`config.mk`:
```
export PLATFORM = sky130hd
export DESIGN_NAME = arith_group_opcode_decode
export DESIGN_NICKNAME = d
export VERILOG_FILES = /design/src/include/arith_decode_pkg.sv /design/src/hdl/arith_group_opcode_decode.sv
export SDC_FILE = /design/constraint.sdc
export NUM_CORES = 1
export LEC_CHECK = 0
export BUFFER_PORTS_ARGS = -buffer_cell sky130_fd_sc_hd__buf_4
export CORE_MARGIN = 5
export CORE_UTILIZATION = 50
export DETAILED_ROUTE_END_ITERATION = 12
export PLACE_DENSITY = 0.69
export RECOVER_POWER = 50
export SYNTH_ARGS = -nofsm -noshare
export SYNTH_HDL_FRONTEND = slang
export SYNTH_SLANG_ARGS = --single-unit
```
`constraint.sdc`:
```
create_clock -name i_clk -period 4.2 [get_ports i_clk]
set_clock_uncertainty 0.2 [all_clocks]
set_input_delay 0.84 -clock i_clk [delete_from_list [all_inputs] [get_ports i_clk]]
set_output_delay 0.84 -clock i_clk [all_outputs]
set_load 0.005 [all_outputs]
```
`src/include/arith_decode_pkg.sv`:
```
// Package with opcode patterns, field positions and clock counts for the arithmetic decoder.
// Summary of operation
// - 000110dw with mod/reg/rm: subtract with borrow, 2 clocks register, 7 memory.
// - 100000sw reg 011: subtract immediate with borrow; second byte when s,w=01; 3/7.
// - 0001110w: subtract immediate with borrow from accumulator; word immediate if w; 3.
// - 1111111w reg 001: decrement register or memory, 2 or 7 clocks.
// - 0011101w with mod/reg/rm: compare, flags only, 2 or 6 clocks.
// - Immediate group, reg 111: compare immediate, 3 or 6 clocks.
// - 1111011w reg 011: negate, 2 clocks for a register operand.
// - Four single-byte decimal and ascii adjust add/sub operations take 3 clocks.
// - 1111011w reg 100: unsigned multiply of the accumulator.
// - Unsigned multiply: 21 register word, 16 memory byte, 24 memory word.
// - 1111011w reg 101: signed multiply of the accumulator.
// - Signed multiply: 13 register byte, 16 memory byte, 24 memory word.
// - 011010s1: signed immediate multiply; second byte when s=0; 21 or 24 clocks.
// - 1111011w reg 110: unsigned divide of the accumulator.
// - Unsigned divide: 14 register byte, 22 register word, 17 memory byte.
package arith_decode_pkg;

  typedef enum logic [3:0] {
    OP_NONE,
    OP_SUBTRACT_WITH_BORROW,
    OP_DECREMENT,
    OP_COMPARE,
    OP_NEGATE,
    OP_ASCII_ADJUST_ADD,
    OP_DECIMAL_ADJUST_ADD,
    OP_ASCII_ADJUST_SUB,
    OP_DECIMAL_ADJUST_SUB,
    OP_UNSIGNED_MULTIPLY,
    OP_SIGNED_MULTIPLY,
    OP_SIGNED_MULTIPLY_IMM,
    OP_UNSIGNED_DIVIDE
  } op_kind_e;

  typedef enum logic [2:0] {
    ST_OPCODE,
    ST_MODRM,
    ST_IMM_LO,
    ST_IMM_HI
  } dec_state_e;

  // Opcode byte patterns.
  localparam logic [7:0] BORROW_RM_MASK = 8'hFC;
  localparam logic [7:0] BORROW_RM_VAL = 8'h18;
  localparam logic [7:0] IMM_GRP_MASK = 8'hFC;
  localparam logic [7:0] IMM_GRP_VAL = 8'h80;
  localparam logic [7:0] BORROW_ACC_MASK = 8'hFE;
  localparam logic [7:0] BORROW_ACC_VAL = 8'h1C;
  localparam logic [7:0] INCDEC_MASK = 8'hFE;
  localparam logic [7:0] INCDEC_VAL = 8'hFE;
  localparam logic [7:0] COMPARE_RM_MASK = 8'hFE;
  localparam logic [7:0] COMPARE_RM_VAL = 8'h3A;
  localparam logic [7:0] UNARY_MASK = 8'hFE;
  localparam logic [7:0] UNARY_VAL = 8'hF6;
  localparam logic [7:0] IMM_MULT_MASK = 8'hFD;
  localparam logic [7:0] IMM_MULT_VAL = 8'h69;
  localparam logic [7:0] OPC_ASCII_ADD = 8'h37;
  localparam logic [7:0] OPC_DECIMAL_ADD = 8'h27;
  localparam logic [7:0] OPC_ASCII_SUB = 8'h3F;
  localparam logic [7:0] OPC_DECIMAL_SUB = 8'h2F;

  // Field positions.
  localparam int W_BIT = 0;
  localparam int S_BIT = 1;
  localparam int REG_LSB = 3;
  localparam int MOD_LSB = 6;
  localparam logic [1:0] MOD_REG = 2'h3;

  // Reg field extensions.
  localparam logic [2:0] EXT_DECREMENT = 3'h1;
  localparam logic [2:0] EXT_BORROW = 3'h3;
  localparam logic [2:0] EXT_COMPARE = 3'h7;
  localparam logic [2:0] EXT_NEGATE = 3'h3;
  localparam logic [2:0] EXT_UMULT = 3'h4;
  localparam logic [2:0] EXT_SMULT = 3'h5;
  localparam logic [2:0] EXT_DIV = 3'h6;

  // Clock counts.
  localparam logic [5:0] CLK_2 = 6'h02;
  localparam logic [5:0] CLK_3 = 6'h03;
  localparam logic [5:0] CLK_6 = 6'h06;
  localparam logic [5:0] CLK_7 = 6'h07;
  localparam logic [5:0] CLK_UMULT_RW = 6'h15;
  localparam logic [5:0] CLK_UMULT_MB = 6'h10;
  localparam logic [5:0] CLK_UMULT_MW = 6'h18;
  localparam logic [5:0] CLK_SMULT_RB = 6'h0D;
  localparam logic [5:0] CLK_IMMMUL_R = 6'h15;
  localparam logic [5:0] CLK_IMMMUL_M = 6'h18;
  localparam logic [5:0] CLK_DIV_RB = 6'h0E;
  localparam logic [5:0] CLK_DIV_RW = 6'h16;
  localparam logic [5:0] CLK_DIV_MB = 6'h11;

  typedef struct packed {
    op_kind_e kind;
    logic word_op;
    logic mem_op;
    logic [2:0] reg_field;
    logic [2:0] rm_field;
    logic [15:0] imm;
    logic [5:0] clocks;
  } decoded_s;

  typedef struct packed {
    dec_state_e st;
    logic [7:0] opcode;
    logic need_modrm_imm;
    logic imm_word;
    logic sext;
    decoded_s cur;
    decoded_s out;
    logic valid;
    logic illegal;
  } dec_regs_s;

endpackage

```
`src/hdl/arith_group_opcode_decode.sv`:
```
// Decoder for the subtract-with-borrow, compare, adjust, multiply and divide opcode group.
`timescale 1ns/10ps
module arith_group_opcode_decode
  import arith_decode_pkg::*;
(
  input wire logic i_clk,
  input wire logic i_rst_n,
  input wire logic i_byte_valid,
  input wire logic [7:0] i_byte,
  output logic o_byte_ready,
  output logic o_valid,
  output decoded_s o_decoded,
  output logic o_illegal
);

  dec_regs_s r_q;
  dec_regs_s r_d;

  // Clock count for the operations whose count depends on size and operand location.
  function automatic logic [5:0] unary_clocks(input op_kind_e k, input logic w, input logic m);
    logic [5:0] c;
    c = CLK_2;
    case (k)
      OP_UNSIGNED_MULTIPLY: c = m ? (w ? CLK_UMULT_MW : CLK_UMULT_MB) : CLK_UMULT_RW;
      OP_SIGNED_MULTIPLY: c = m ? (w ? CLK_UMULT_MW : CLK_UMULT_MB) : CLK_SMULT_RB;
      OP_UNSIGNED_DIVIDE: c = m ? CLK_DIV_MB : (w ? CLK_DIV_RW : CLK_DIV_RB);
      default: c = CLK_2;
    endcase
    return c;
  endfunction

  always_comb begin
    logic [1:0] md;
    logic [2:0] rg;
    logic mem;
    md = i_byte[MOD_LSB +: 2];
    rg = i_byte[REG_LSB +: 3];
    mem = (md != MOD_REG);
    r_d = r_q;
    r_d.valid = 1'b0;
    r_d.illegal = 1'b0;
    if (i_byte_valid) begin
      case (r_q.st)
        ST_OPCODE: begin
          r_d.opcode = i_byte;
          r_d.cur = '0;
          r_d.cur.word_op = i_byte[W_BIT];
          r_d.sext = 1'b0;
          r_d.need_modrm_imm = 1'b0;
          r_d.imm_word = 1'b0;
          if ((i_byte & BORROW_RM_MASK) == BORROW_RM_VAL) begin
            r_d.cur.kind = OP_SUBTRACT_WITH_BORROW;
            r_d.st = ST_MODRM;
          end else if ((i_byte & COMPARE_RM_MASK) == COMPARE_RM_VAL) begin
            r_d.cur.kind = OP_COMPARE;
            r_d.st = ST_MODRM;
          end else if ((i_byte & BORROW_ACC_MASK) == BORROW_ACC_VAL) begin
            r_d.cur.kind = OP_SUBTRACT_WITH_BORROW;
            r_d.cur.clocks = CLK_3;
            r_d.imm_word = i_byte[W_BIT];
            r_d.st = ST_IMM_LO;
          end else if ((i_byte & IMM_GRP_MASK) == IMM_GRP_VAL ||
                       (i_byte & INCDEC_MASK) == INCDEC_VAL ||
                       (i_byte & UNARY_MASK) == UNARY_VAL ||
                       (i_byte & IMM_MULT_MASK) == IMM_MULT_VAL) begin
            r_d.st = ST_MODRM;
          end else if (i_byte == OPC_ASCII_ADD || i_byte == OPC_DECIMAL_ADD ||
                       i_byte == OPC_ASCII_SUB || i_byte == OPC_DECIMAL_SUB) begin
            r_d.cur.kind = (i_byte == OPC_ASCII_ADD) ? OP_ASCII_ADJUST_ADD :
                           (i_byte == OPC_DECIMAL_ADD) ? OP_DECIMAL_ADJUST_ADD :
                           (i_byte == OPC_ASCII_SUB) ? OP_ASCII_ADJUST_SUB : OP_DECIMAL_ADJUST_SUB;
            r_d.cur.word_op = 1'b0;
            r_d.cur.clocks = CLK_3;
            r_d.out = r_d.cur;
            r_d.valid = 1'b1;
          end else begin
            r_d.illegal = 1'b1;
          end
        end
        ST_MODRM: begin
          r_d.cur.mem_op = mem;
          r_d.cur.reg_field = rg;
          r_d.cur.rm_field = i_byte[2:0];
          r_d.st = ST_OPCODE;
          if ((r_q.opcode & BORROW_RM_MASK) == BORROW_RM_VAL) begin
            r_d.cur.clocks = mem ? CLK_7 : CLK_2;
          end else if ((r_q.opcode & COMPARE_RM_MASK) == COMPARE_RM_VAL) begin
            r_d.cur.clocks = mem ? CLK_6 : CLK_2;
          end else if ((r_q.opcode & IMM_GRP_MASK) == IMM_GRP_VAL && rg == EXT_BORROW) begin
            r_d.cur.kind = OP_SUBTRACT_WITH_BORROW;
            r_d.cur.clocks = mem ? CLK_7 : CLK_3;
            r_d.imm_word = (r_q.opcode[S_BIT:W_BIT] == 2'h1);
            r_d.sext = r_q.opcode[S_BIT] & r_q.opcode[W_BIT];
            r_d.st = ST_IMM_LO;
          end else if ((r_q.opcode & IMM_GRP_MASK) == IMM_GRP_VAL && rg == EXT_COMPARE) begin
            r_d.cur.kind = OP_COMPARE;
            r_d.cur.clocks = mem ? CLK_6 : CLK_3;
            r_d.imm_word = (r_q.opcode[S_BIT:W_BIT] == 2'h1);
            r_d.sext = r_q.opcode[S_BIT] & r_q.opcode[W_BIT];
            r_d.st = ST_IMM_LO;
          end else if ((r_q.opcode & INCDEC_MASK) == INCDEC_VAL && rg == EXT_DECREMENT) begin
            r_d.cur.kind = OP_DECREMENT;
            r_d.cur.clocks = mem ? CLK_7 : CLK_2;
          end else if ((r_q.opcode & UNARY_MASK) == UNARY_VAL &&
                       (rg == EXT_NEGATE || rg == EXT_UMULT || rg == EXT_SMULT ||
                        rg == EXT_DIV)) begin
            r_d.cur.kind = (rg == EXT_NEGATE) ? OP_NEGATE :
                           (rg == EXT_UMULT) ? OP_UNSIGNED_MULTIPLY :
                           (rg == EXT_SMULT) ? OP_SIGNED_MULTIPLY :
                           OP_UNSIGNED_DIVIDE;
            r_d.cur.clocks = unary_clocks(r_d.cur.kind, r_q.cur.word_op, mem);
          end else if ((r_q.opcode & IMM_MULT_MASK) == IMM_MULT_VAL) begin
            r_d.cur.kind = OP_SIGNED_MULTIPLY_IMM;
            r_d.cur.word_op = 1'b1;
            r_d.cur.clocks = mem ? CLK_IMMMUL_M : CLK_IMMMUL_R;
            r_d.imm_word = ~r_q.opcode[S_BIT];
            r_d.sext = r_q.opcode[S_BIT];
            r_d.st = ST_IMM_LO;
          end else begin
            r_d.cur.kind = OP_NONE;
            r_d.illegal = 1'b1;
          end
          if (r_d.st == ST_OPCODE && !r_d.illegal) begin
            r_d.out = r_d.cur;
            r_d.valid = 1'b1;
          end
        end
        ST_IMM_LO: begin
          r_d.cur.imm = r_q.sext ? {{8{i_byte[7]}}, i_byte} : {8'h00, i_byte};
          if (r_q.imm_word) begin
            r_d.st = ST_IMM_HI;
          end else begin
            r_d.st = ST_OPCODE;
            r_d.out = r_d.cur;
            r_d.valid = 1'b1;
          end
        end
        ST_IMM_HI: begin
          r_d.cur.imm[15:8] = i_byte;
          r_d.st = ST_OPCODE;
          r_d.out = r_d.cur;
          r_d.valid = 1'b1;
        end
        default: r_d.st = ST_OPCODE;
      endcase
    end
  end

  always_ff @(posedge i_clk or negedge i_rst_n) begin
    if (!i_rst_n) begin
      r_q <= '0;
    end else begin
      r_q <= r_d;
    end
  end

  assign o_valid = r_q.valid;
  assign o_decoded = r_q.out;
  assign o_illegal = r_q.illegal;
  assign o_byte_ready = 1'b1;

  borrow_rm_clk_a: assert property (@(posedge i_clk) disable iff (!i_rst_n)
    (i_byte_valid && r_q.st == ST_OPCODE && (i_byte & BORROW_RM_MASK) == BORROW_RM_VAL) ##1
    (i_byte_valid && i_byte[7:6] == MOD_REG) |=> (o_valid && o_decoded.clocks == CLK_2))
    else $error("Register subtract with borrow clock count wrong.");

  borrow_imm_len_a: assert property (@(posedge i_clk) disable iff (!i_rst_n)
    (i_byte_valid && r_q.st == ST_OPCODE && i_byte == 8'h81) ##1
    (i_byte_valid && i_byte[5:3] == EXT_BORROW) |=> (r_q.st == ST_IMM_LO && r_q.imm_word))
    else $error("Word immediate subtract with borrow did not expect two bytes.");

  acc_borrow_a: assert property (@(posedge i_clk) disable iff (!i_rst_n)
    (i_byte_valid && r_q.st == ST_OPCODE && i_byte == 8'h1C) ##1 i_byte_valid
    |=> (o_valid && o_decoded.clocks == CLK_3 && o_decoded.kind == OP_SUBTRACT_WITH_BORROW))
    else $error("Accumulator subtract with borrow not decoded in 3 clocks.");

  adjust_clk_a: assert property (@(posedge i_clk) disable iff (!i_rst_n)
    (i_byte_valid && r_q.st == ST_OPCODE && i_byte == OPC_DECIMAL_ADD)
    |=> (o_valid && o_decoded.clocks == CLK_3 && o_decoded.kind == OP_DECIMAL_ADJUST_ADD))
    else $error("Decimal adjust not issued with 3 clocks.");

  umult_mem_a: assert property (@(posedge i_clk) disable iff (!i_rst_n)
    (o_valid && o_decoded.kind == OP_UNSIGNED_MULTIPLY && o_decoded.mem_op)
    |-> (o_decoded.clocks == (o_decoded.word_op ? CLK_UMULT_MW : CLK_UMULT_MB)))
    else $error("Unsigned multiply memory clock count wrong.");

  smult_reg_a: assert property (@(posedge i_clk) disable iff (!i_rst_n)
    (o_valid && o_decoded.kind == OP_SIGNED_MULTIPLY && !o_decoded.mem_op && !o_decoded.word_op)
    |-> o_decoded.clocks == CLK_SMULT_RB)
    else $error("Signed multiply register byte clock count wrong.");

  decr_clk_a: assert property (@(posedge i_clk) disable iff (!i_rst_n)
    (i_byte_valid && r_q.st == ST_OPCODE && (i_byte & INCDEC_MASK) == INCDEC_VAL) ##1
    (i_byte_valid && i_byte[5:3] == EXT_DECREMENT) |=> (o_valid &&
    o_decoded.kind == OP_DECREMENT && o_decoded.clocks == (o_decoded.mem_op ? CLK_7 : CLK_2)))
    else $error("Decrement not decoded with its clock count.");

  compare_clk_a: assert property (@(posedge i_clk) disable iff (!i_rst_n)
    (i_byte_valid && r_q.st == ST_OPCODE && (i_byte & COMPARE_RM_MASK) == COMPARE_RM_VAL) ##1
    i_byte_valid |=> (o_valid && o_decoded.kind == OP_COMPARE &&
    o_decoded.clocks == (o_decoded.mem_op ? CLK_6 : CLK_2)))
    else $error("Register compare not decoded with its clock count.");

  compare_imm_a: assert property (@(posedge i_clk) disable iff (!i_rst_n)
    (i_byte_valid && r_q.st == ST_OPCODE && (i_byte & IMM_GRP_MASK) == IMM_GRP_VAL) ##1
    (i_byte_valid && i_byte[5:3] == EXT_COMPARE) |=> (r_q.st == ST_IMM_LO &&
    r_q.cur.kind == OP_COMPARE && r_q.cur.clocks == (r_q.cur.mem_op ? CLK_6 : CLK_3)))
    else $error("Immediate compare not decoded with its clock count.");

  negate_clk_a: assert property (@(posedge i_clk) disable iff (!i_rst_n)
    (o_valid && o_decoded.kind == OP_NEGATE) |-> o_decoded.clocks == CLK_2)
    else $error("Negate clock count wrong.");

  umult_ext_a: assert property (@(posedge i_clk) disable iff (!i_rst_n)
    (i_byte_valid && r_q.st == ST_OPCODE && (i_byte & UNARY_MASK) == UNARY_VAL) ##1
    (i_byte_valid && i_byte[5:3] == EXT_UMULT) |=> (o_valid &&
    o_decoded.kind == OP_UNSIGNED_MULTIPLY))
    else $error("Unsigned multiply extension not decoded.");

  imm_mult_a: assert property (@(posedge i_clk) disable iff (!i_rst_n)
    (i_byte_valid && r_q.st == ST_OPCODE && i_byte == IMM_MULT_VAL) ##1 i_byte_valid
    |=> (r_q.st == ST_IMM_LO && r_q.imm_word && !r_q.sext))
    else $error("Immediate multiply did not expect a word immediate.");

  div_mem_a: assert property (@(posedge i_clk) disable iff (!i_rst_n)
    (o_valid && o_decoded.kind == OP_UNSIGNED_DIVIDE && o_decoded.mem_op)
    |-> o_decoded.clocks == CLK_DIV_MB)
    else $error("Unsigned divide memory clock count wrong.");

  div_clk_a: assert property (@(posedge i_clk) disable iff (!i_rst_n)
    (o_valid && o_decoded.kind == OP_UNSIGNED_DIVIDE && !o_decoded.mem_op)
    |-> o_decoded.clocks == (o_decoded.word_op ? CLK_DIV_RW : CLK_DIV_RB))
    else $error("Unsigned divide register clock count wrong.");

  sext_imm_a: assert property (@(posedge i_clk) disable iff (!i_rst_n)
    (i_byte_valid && r_q.st == ST_IMM_LO && r_q.sext)
    |=> (r_q.cur.imm[15:8] == {8{$past(i_byte[7])}}))
    else $error("Short immediate was not sign extended.");

endmodule // arith_group_opcode_decode

```
# Word-level counts from Yosys, hierarchy flattened
# Index checks and enable logic that the tools add are counted.
[word_totals]
regBits = 83
inputBits = 11
wordCells = 186
[classes]
eq_ne = 44
n_mux = 91
n_bitwise = 2
reduce_logical = 28
[op_table]
columns = ["operator", "count"]
rows = [
  ["$pmux 35 s4", 1],
  ["$mux 42", 3],
  ["$mux 35", 2],
  ["$mux 6", 11],
  ["$mux 4", 12],
  ["$mux 37", 1],
  ["$mux 3", 12],
  ["$mux 36", 1],
  ["$eq 8x6->1 const B", 4],
  ["$eq 7x7->1 const B", 4],
  ["$pmux 14 s2", 1],
  ["$mux 5", 5],
  ["$mux 2", 12],
  ["$pmux 8 s3", 1],
  ["$mux 1", 21],
  ["$ne 2x2->1 const B", 10],
  ["$pmux 6 s3", 1],
  ["$mux 16", 1],
  ["$pmux 8 s2", 1],
  ["$eq 7x5->1 const B", 2],
  ["$eq 7x6->1 const B", 2],
  ["$mux 7", 2],
  ["$eq 3x3->1 const B", 4],
  ["$eq 4x4->1 const B", 3],
  ["other kinds (23)", 48],
]

# Longest topological paths before layout
# Gate-level depths: netlist of run 1.
[logic_depth]
word_depth = 18
depth_mapped = 9

# Worst setup path after synthesis of run 1
# OpenSTA, ideal clock, no wires.
[synth_path]
kind = "input-to-reg"
from = "input i_byte[5]"
to = "register r_q (netlist bit o_decoded[0])"
setup_ns = 0.099
arrival_time_ns = 2.480
required_time_ns = 3.901
path_slack_ns = 1.421
cell_stages = 7
n_path_buf = 1
cell_sequence = "buf_2 a21bo_2 a2111oi_4 nor3_1 a2111oi_2 a211oi_1 a311oi_1"
[synth_between]
elab_chain_cells = 17
word_cells_on_any_way = 71
[synth_rtl]
columns = ["element", "line", "source"]
rows = [
  ["from (decl)", "arith_group_opcode_decode.sv:9", "input wire logic [7:0] i_byte,"],
  ["parallel branches: the longest is 17 deep, another holds $pmux 6 s3", "-", ""],
  ["to (signal assigned)", "arith_group_opcode_decode.sv:153", "r_q <= r_d;"],
  ["to (decl)", "arith_group_opcode_decode.sv:16", "dec_regs_s r_q;"],
]
# Parallel ways; which one is timed is not known. The select of a mux whose other input is x is not followed.
# A chain may end at the register's enable or synchronous reset.

# Worst setup path after layout of run 1
[layout_path]
from = "register r_q[82] (netlist bit)"
to = "register r_q (netlist bit o_decoded[19])"
[layout_between]
elab_chain_cells = 3
word_cells_on_any_way = 14
[layout_rtl]
columns = ["element", "line", "source"]
rows = [
  ["$eq 3x2->1, or another cell as far along", "arith_group_opcode_decode.sv:43", "case (r_q.st)"],
  ["$reduce_bool 4->1 (no line) or $ne 2x2->1 (tied branches)", "-", ""],
  ["$reduce_and 9->1 (no line)", "-", ""],
]
# Parallel ways exist; a longest one is shown, timed or not.

==> out/metrics.cfg, run 1 <==
[run_status]
outcome=complete, but fails checks
violations=max-capacitance violations, max-slew violations

[pwr]
p_per_area_nw_per_um2=425
peakVddDrop_mv=0.220
power.leakage_uw=0.00208

[layout]
fillers=858
diodes=0
drive_above_1_share_pct=17.7
fin_util_pct=54.3
final_nets=520
layout_common_cells=nand2_1 (87), dfrtp_1 (82), buf_4 (40), nor2_1 (32), o21ai_1 (32)
final_common_cell=nand2_1
syn2layout_area_growth_pct=7.09

[sta]
slew_headroom_pct=-35.5
period_share_pct=70.7
setup_viol=0
worst_pin_slew_ps=2030
fmax_mhz=337
rsz0062_at_grt=false
hold_slack_ps=272
post-route-min-period_ps=2970
finalSetupTns_ps=0
finalMaxSlewViolations=83
hold_viol_final=0

[synth]
ys_seq_area_share_pct=44.2
yosysTopAreaCell=dfrtp_1
avgSynthCellArea_um2=8.99
synth_top_area_share_pct=44.2
yosys_warnings=0
yosys-top-cells-area=dfrtp_1 (44%), nand2_1 (7.0%), buf_4 (6.0%)
synthCells=516
synth.distinct_cells=73
synth-seq-cells=82
syn-cell-area_um2=4640
synth_nets=527
dominantRegCellSynth=dfrtp_1
synth-edff-count=0
synthArstFlopShare_pct=100

[floorplan]
ios=48
core_um2=9150
die_x_um=106
die_h_um=106
initial_utilization_pct=50.7
rows=35
dieArea_um2=11300

[worst_setup_path]
arrival_ps=2990
r2r_end=o_decoded[19]$_DFFE_PN0P_
r2r_setup_slack_ps=1230
start_kind=register
rr_worst_depth=6
critPathKind=register to register
cp_cell_sequence=clkinv_1 > o41a_1 > nor3b_2 > o31ai_4 > buf_4 > o21ai_1
crit_path_max_fanout=55
crit_buf_inv=2
reg2reg_from=r_q[82]$_DFFE_PN0P_
cp-end-kind=register
slowest_delay_ps=680
cp.required_ps=4230
slowest_stage=dfrtp_1
cpLargestDelayFamily=buffers and inverters

[clocking]
tritoncts.num_buffers=9
clock-root-buffer=clkbuf_8
cts_sinks=82
clock_latency_ps=360
path_clk_slew_ps=90
htreeDepth=3
clock_tree.buffer_depth=2
cts_tree=built
postCtsSetupRepairBufs=0
hold_buffers=0
cts_resized=0

[hold_path]
hp-class=register to register
min_from=r_q[59]$_DFFE_PN0P_
holdPathEnd=r_q[59]$_DFFE_PN0P_
hold_depth=2

[global_route]
grt_pass1_wl_um=19700
antenna_found_initial=0
gr-total-overflow=0
grt_use_total_pct=21.9
grt_pass1_vias=3642
grt_max_degree=83

[routing]
routed_wirelength_um=11900
drtAntennaViolNets=0
vias_per_cell=6.27
firstDrtPassIters=5
topRoutingLayerUsed=met4
route.met3.wl_um=1010
wl_met2_um=5280
routedWlPerCell_um=19.1
drc=0
drt_iter0_drc=461
via_count=3917
drt-met1-wl_um=5370

[placed_design]
dpl.hpwl_um=8100
port_buffers=46
gp_congestion=0.890

[flow_run]
drv_cap=1

stage by stage:
stage	instance area, um^2	setup slack [ps]	instances	total power (uW)
after global routing	4970	996	625	2230
after detailed placement	4760	886	609	1490
after floorplan	4640	1420	516	1350
after global placement	4760	960	609	1480
after CTS	4970	1270	625	2120
final	4970	1230	625	2110
Yosys cell counts (6+ instances only):
cell / count
buf_2: 9
o21ai_0: 17
a22oi_1: 15
a21oi_1: 12
inv_1: 7
mux2_2: 8
nor2_1: 32
nand2_1: 87
a221oi_1: 9
nand3_1: 15
nand2b_1: 8
clkbuf_1: 22
nor3_1: 13
buf_4: 37
o22ai_1: 8
o21ai_1: 32
a22o_1: 6
dfrtp_1: 82
worst max path at each step:
stage,start,end,slack [ps],depth (start not counted)
floorplan,i_byte[5],o_decoded[0]$_DFFE_PN0P_,1420,7
global route,r_q[82]$_DFFE_PN0P_,o_decoded[18]$_DFFE_PN0P_,1000,7
global placement,i_byte[4],o_decoded[19]$_DFFE_PN0P_,960,7
finish,r_q[82]$_DFFE_PN0P_,o_decoded[19]$_DFFE_PN0P_,1230,6
detailed placement,i_byte[4],o_decoded[17]$_DFFE_PN0P_,890,7
CTS,i_byte[4],o_decoded[19]$_DFFE_PN0P_,1270,7
layout make-up:
type                    count  area, um^2  area share [%]
flip-flops and latches     82        2050            41.3
multi-input cells         352        2120            42.7
repair buffers             55         407            8.19
clock buffers               9         124            2.49
inverters                   9        33.8           0.680
well taps                 111         139            2.80
clock inverters             7        91.3            1.84
power breakdown:
part | leakage, uW | total [uW] | internal [uW] | switching (uW)
Clock | 0.000109 | 637 | 334 | 303
Sequential | 0.00111 | 995 | 894 | 101
Combinational | 0.000869 | 477 | 205 | 272
worst min-delay path, cell delays in order (launching register included):
cell     delay, ps
dfrtp_1        350
nand2_1         50
nand2_1         50
state kept, by name, indices dropped and copies added (netlist names):
register and flops:
r_q 46, o_decoded 34, o_illegal 1, o_valid 1
cells by family (layout without fill, tap and decap cells):
family	after synthesis	after routing	synth area share, %
AO/OA/AOI/OAI	150	150	23.3
XOR/XNOR	1	1	0.189
multiplexers	12	12	2.81
buffers and inverters	82	80	10.0
flip-flops	82	82	44.2
AND/OR/NAND/NOR	188	188	19.4
other	1	1	0.0809
per-layer routing:
layer,vias to the layer above,GRT usage (%)
li1,1823,-
met4,0,7.03
met1,1850,31.9
met2,216,33.0
met5,-,0
met3,28,4.07
Power figures use the tool's default switching activity.
==> run 2: changes to the inputs <==
==> constraint.sdc (replaced) <==
create_clock -name i_clk -period 3.07 [get_ports i_clk]
set_clock_uncertainty 0.2 [all_clocks]
set_input_delay 0.614 -clock i_clk [delete_from_list [all_inputs] [get_ports i_clk]]
set_output_delay 0.614 -clock i_clk [all_outputs]
set_load 0.005 [all_outputs]
==> out/metrics.cfg, run 2 (synthesized netlist as in run 1, its figures left out) <==
[floorplan]
initial_utilization_pct=50.7
ios=48
rows=35
die_h_um=106
die_x_um=106
dieArea_um2=11300
core_um2=9150

[run_status]
violations=max-capacitance violations, max-slew violations
outcome=complete, but fails checks

[layout]
drive_above_1_share_pct=20.4
final_common_cell=nand2_1
final_nets=536
top_register=r_q
syn2layout_area_growth_pct=10.7
largest_register_ffs=46
multiInputGateArea_um2=2120
register_area_um2=2050
layout_common_cells=nand2_1 (87), dfrtp_1 (82), buf_4 (50), nor2_1 (32), o21ai_1 (32)
instances_no_fill=641
diodes=0
fillers=846

[sta]
hold_viol_final=0
finalSetupTns_ps=0
rsz0062_at_grt=false
worst_pin_slew_ps=2010
fmax_mhz=370
finalMaxSlewViolations=83
setup_viol=0
post-route-min-period_ps=2700
period_share_pct=88.1
slew_headroom_pct=-33.8

[routing]
via_count=3989
drt_iter0_drc=364
routedWlPerCell_um=19.4
vias_per_cell=6.22
drtAntennaViolNets=0
routed_wirelength_um=12500
drc=0
firstDrtPassIters=5

[pwr]
switching_share_pct=31.6
power.leakage_uw=0.00219
switching_power_uw=959
pwr-share-comb_pct=23.4
p_seq_share_pct=44.2
p_per_area_nw_per_um2=592
peakVddDrop_mv=0.342
power_frac_clock_pct=32.5
p_int_uw=2080

[worst_setup_path]
crit_path_max_fanout=8
start_kind=register
critPathKind=register to register
crit_buf_inv=1
cp_cell_sequence=or4b_1 > nor3_1 > a21oi_1 > buf_4 > nor2_1 > nand2_1 > a41oi_1
cp.required_ps=3150
arrival_ps=2790
cpLargestDelayFamily=simple AND/OR/NAND/NOR gates
slowest_delay_ps=570
cp-end-kind=register
slowest_stage=or4b_1

[clocking]
path_clk_slew_ps=90
cts_tree=built
clock_latency_ps=360
postCtsSetupRepairBufs=0
htreeDepth=3
clock-root-buffer=clkbuf_8
cts_sinks=82
cts_resized=0
tritoncts.num_buffers=9
clock_tree.buffer_depth=2
hold_buffers=0

[global_route]
grt_use_total_pct=23.0
grt_max_degree=83
antenna_found_initial=0
gr-total-overflow=0
grt_pass1_vias=3928
grt_pass1_wl_um=20700

[placed_design]
port_buffers=46
dpl.hpwl_um=8670
gp_congestion=0.952
dp_cells=625

[flow_run]
drv_cap=1

[hold_path]
hp-class=register to register

==> run 2: worst paths after layout <==
| path | from | end | slack (ps) | depth (start not counted) |
|---|---|---|---|---|
| setup / recovery | r_q[75]$_DFFE_PN0P_ | o_decoded[2]$_DFFE_PN0P_ | 370 | 7 |
| hold / removal | o_decoded[5]$_DFFE_PN0P_ | o_decoded[5]$_DFFE_PN0P_ | 270 | 2 |
| setup reg to reg | r_q[75]$_DFFE_PN0P_ | o_decoded[2]$_DFFE_PN0P_ | 370 | 7 |
| hold reg to reg | o_decoded[5]$_DFFE_PN0P_ | o_decoded[5]$_DFFE_PN0P_ | 270 | 2 |
| max in group asynchronous | i_rst_n | r_q[73]$_DFFE_PN0P_ | 760 | 2 |
| min in group asynchronous | i_rst_n | o_decoded[25]$_DFFE_PN0P_ | 720 | 2 |
==> run 2: per-stage QoR <==
step	power [uW]	hold slack, ps	setup slack, ps	util [%]	cell area (um^2)
after floorplan	1850	118	517	-	4640
after global placement	2060	250	263	53.6	4900
after detailed placement	2080	257	284	53.6	4900
after CTS	3060	82.2	397	56.3	5150
after global routing	3190	301	212	56.1	5140
final	3040	274	367	56.1	5140
==> run 2: power groups by stage <==
stage	clock [uW]	combinational, uW	sequential, uW
CTS	1000	715	1340
floorplan	0	526	1320
global placement	0	707	1360
finish	987	710	1340
global route	1050	779	1360
detailed placement	0	714	1360
==> run 2: worst min-delay path, cell delays in order (launching register included) <==
cell	delay (ps)
dfrtp_1	350
nand2_1	50
nand2_1	50
==> run 2: cell type report <==
class | count | share of cell area, %
multi-input combinational | 352 | 41.3
sequential | 82 | 40.0
timing repair buffer | 71 | 10.6
tap | 111 | 2.70
clock buffer | 9 | 2.41
clock inverter | 7 | 2.41
inverter | 9 | 0.658
==> run 2: per-layer routing <==
layer / wire [um] / GRT usage (%) / part of all wire, % / vias up
met1: 5640 / 33.0 / 45 / 1925
li1: - / - / - / 1851
met3: 879 / 4.86 / 7.1 / 33
met2: 5570 / 34.7 / 45 / 180
met5: 0 / 0 / 0 / -
met4: 364 / 7.59 / 2.9 / 0
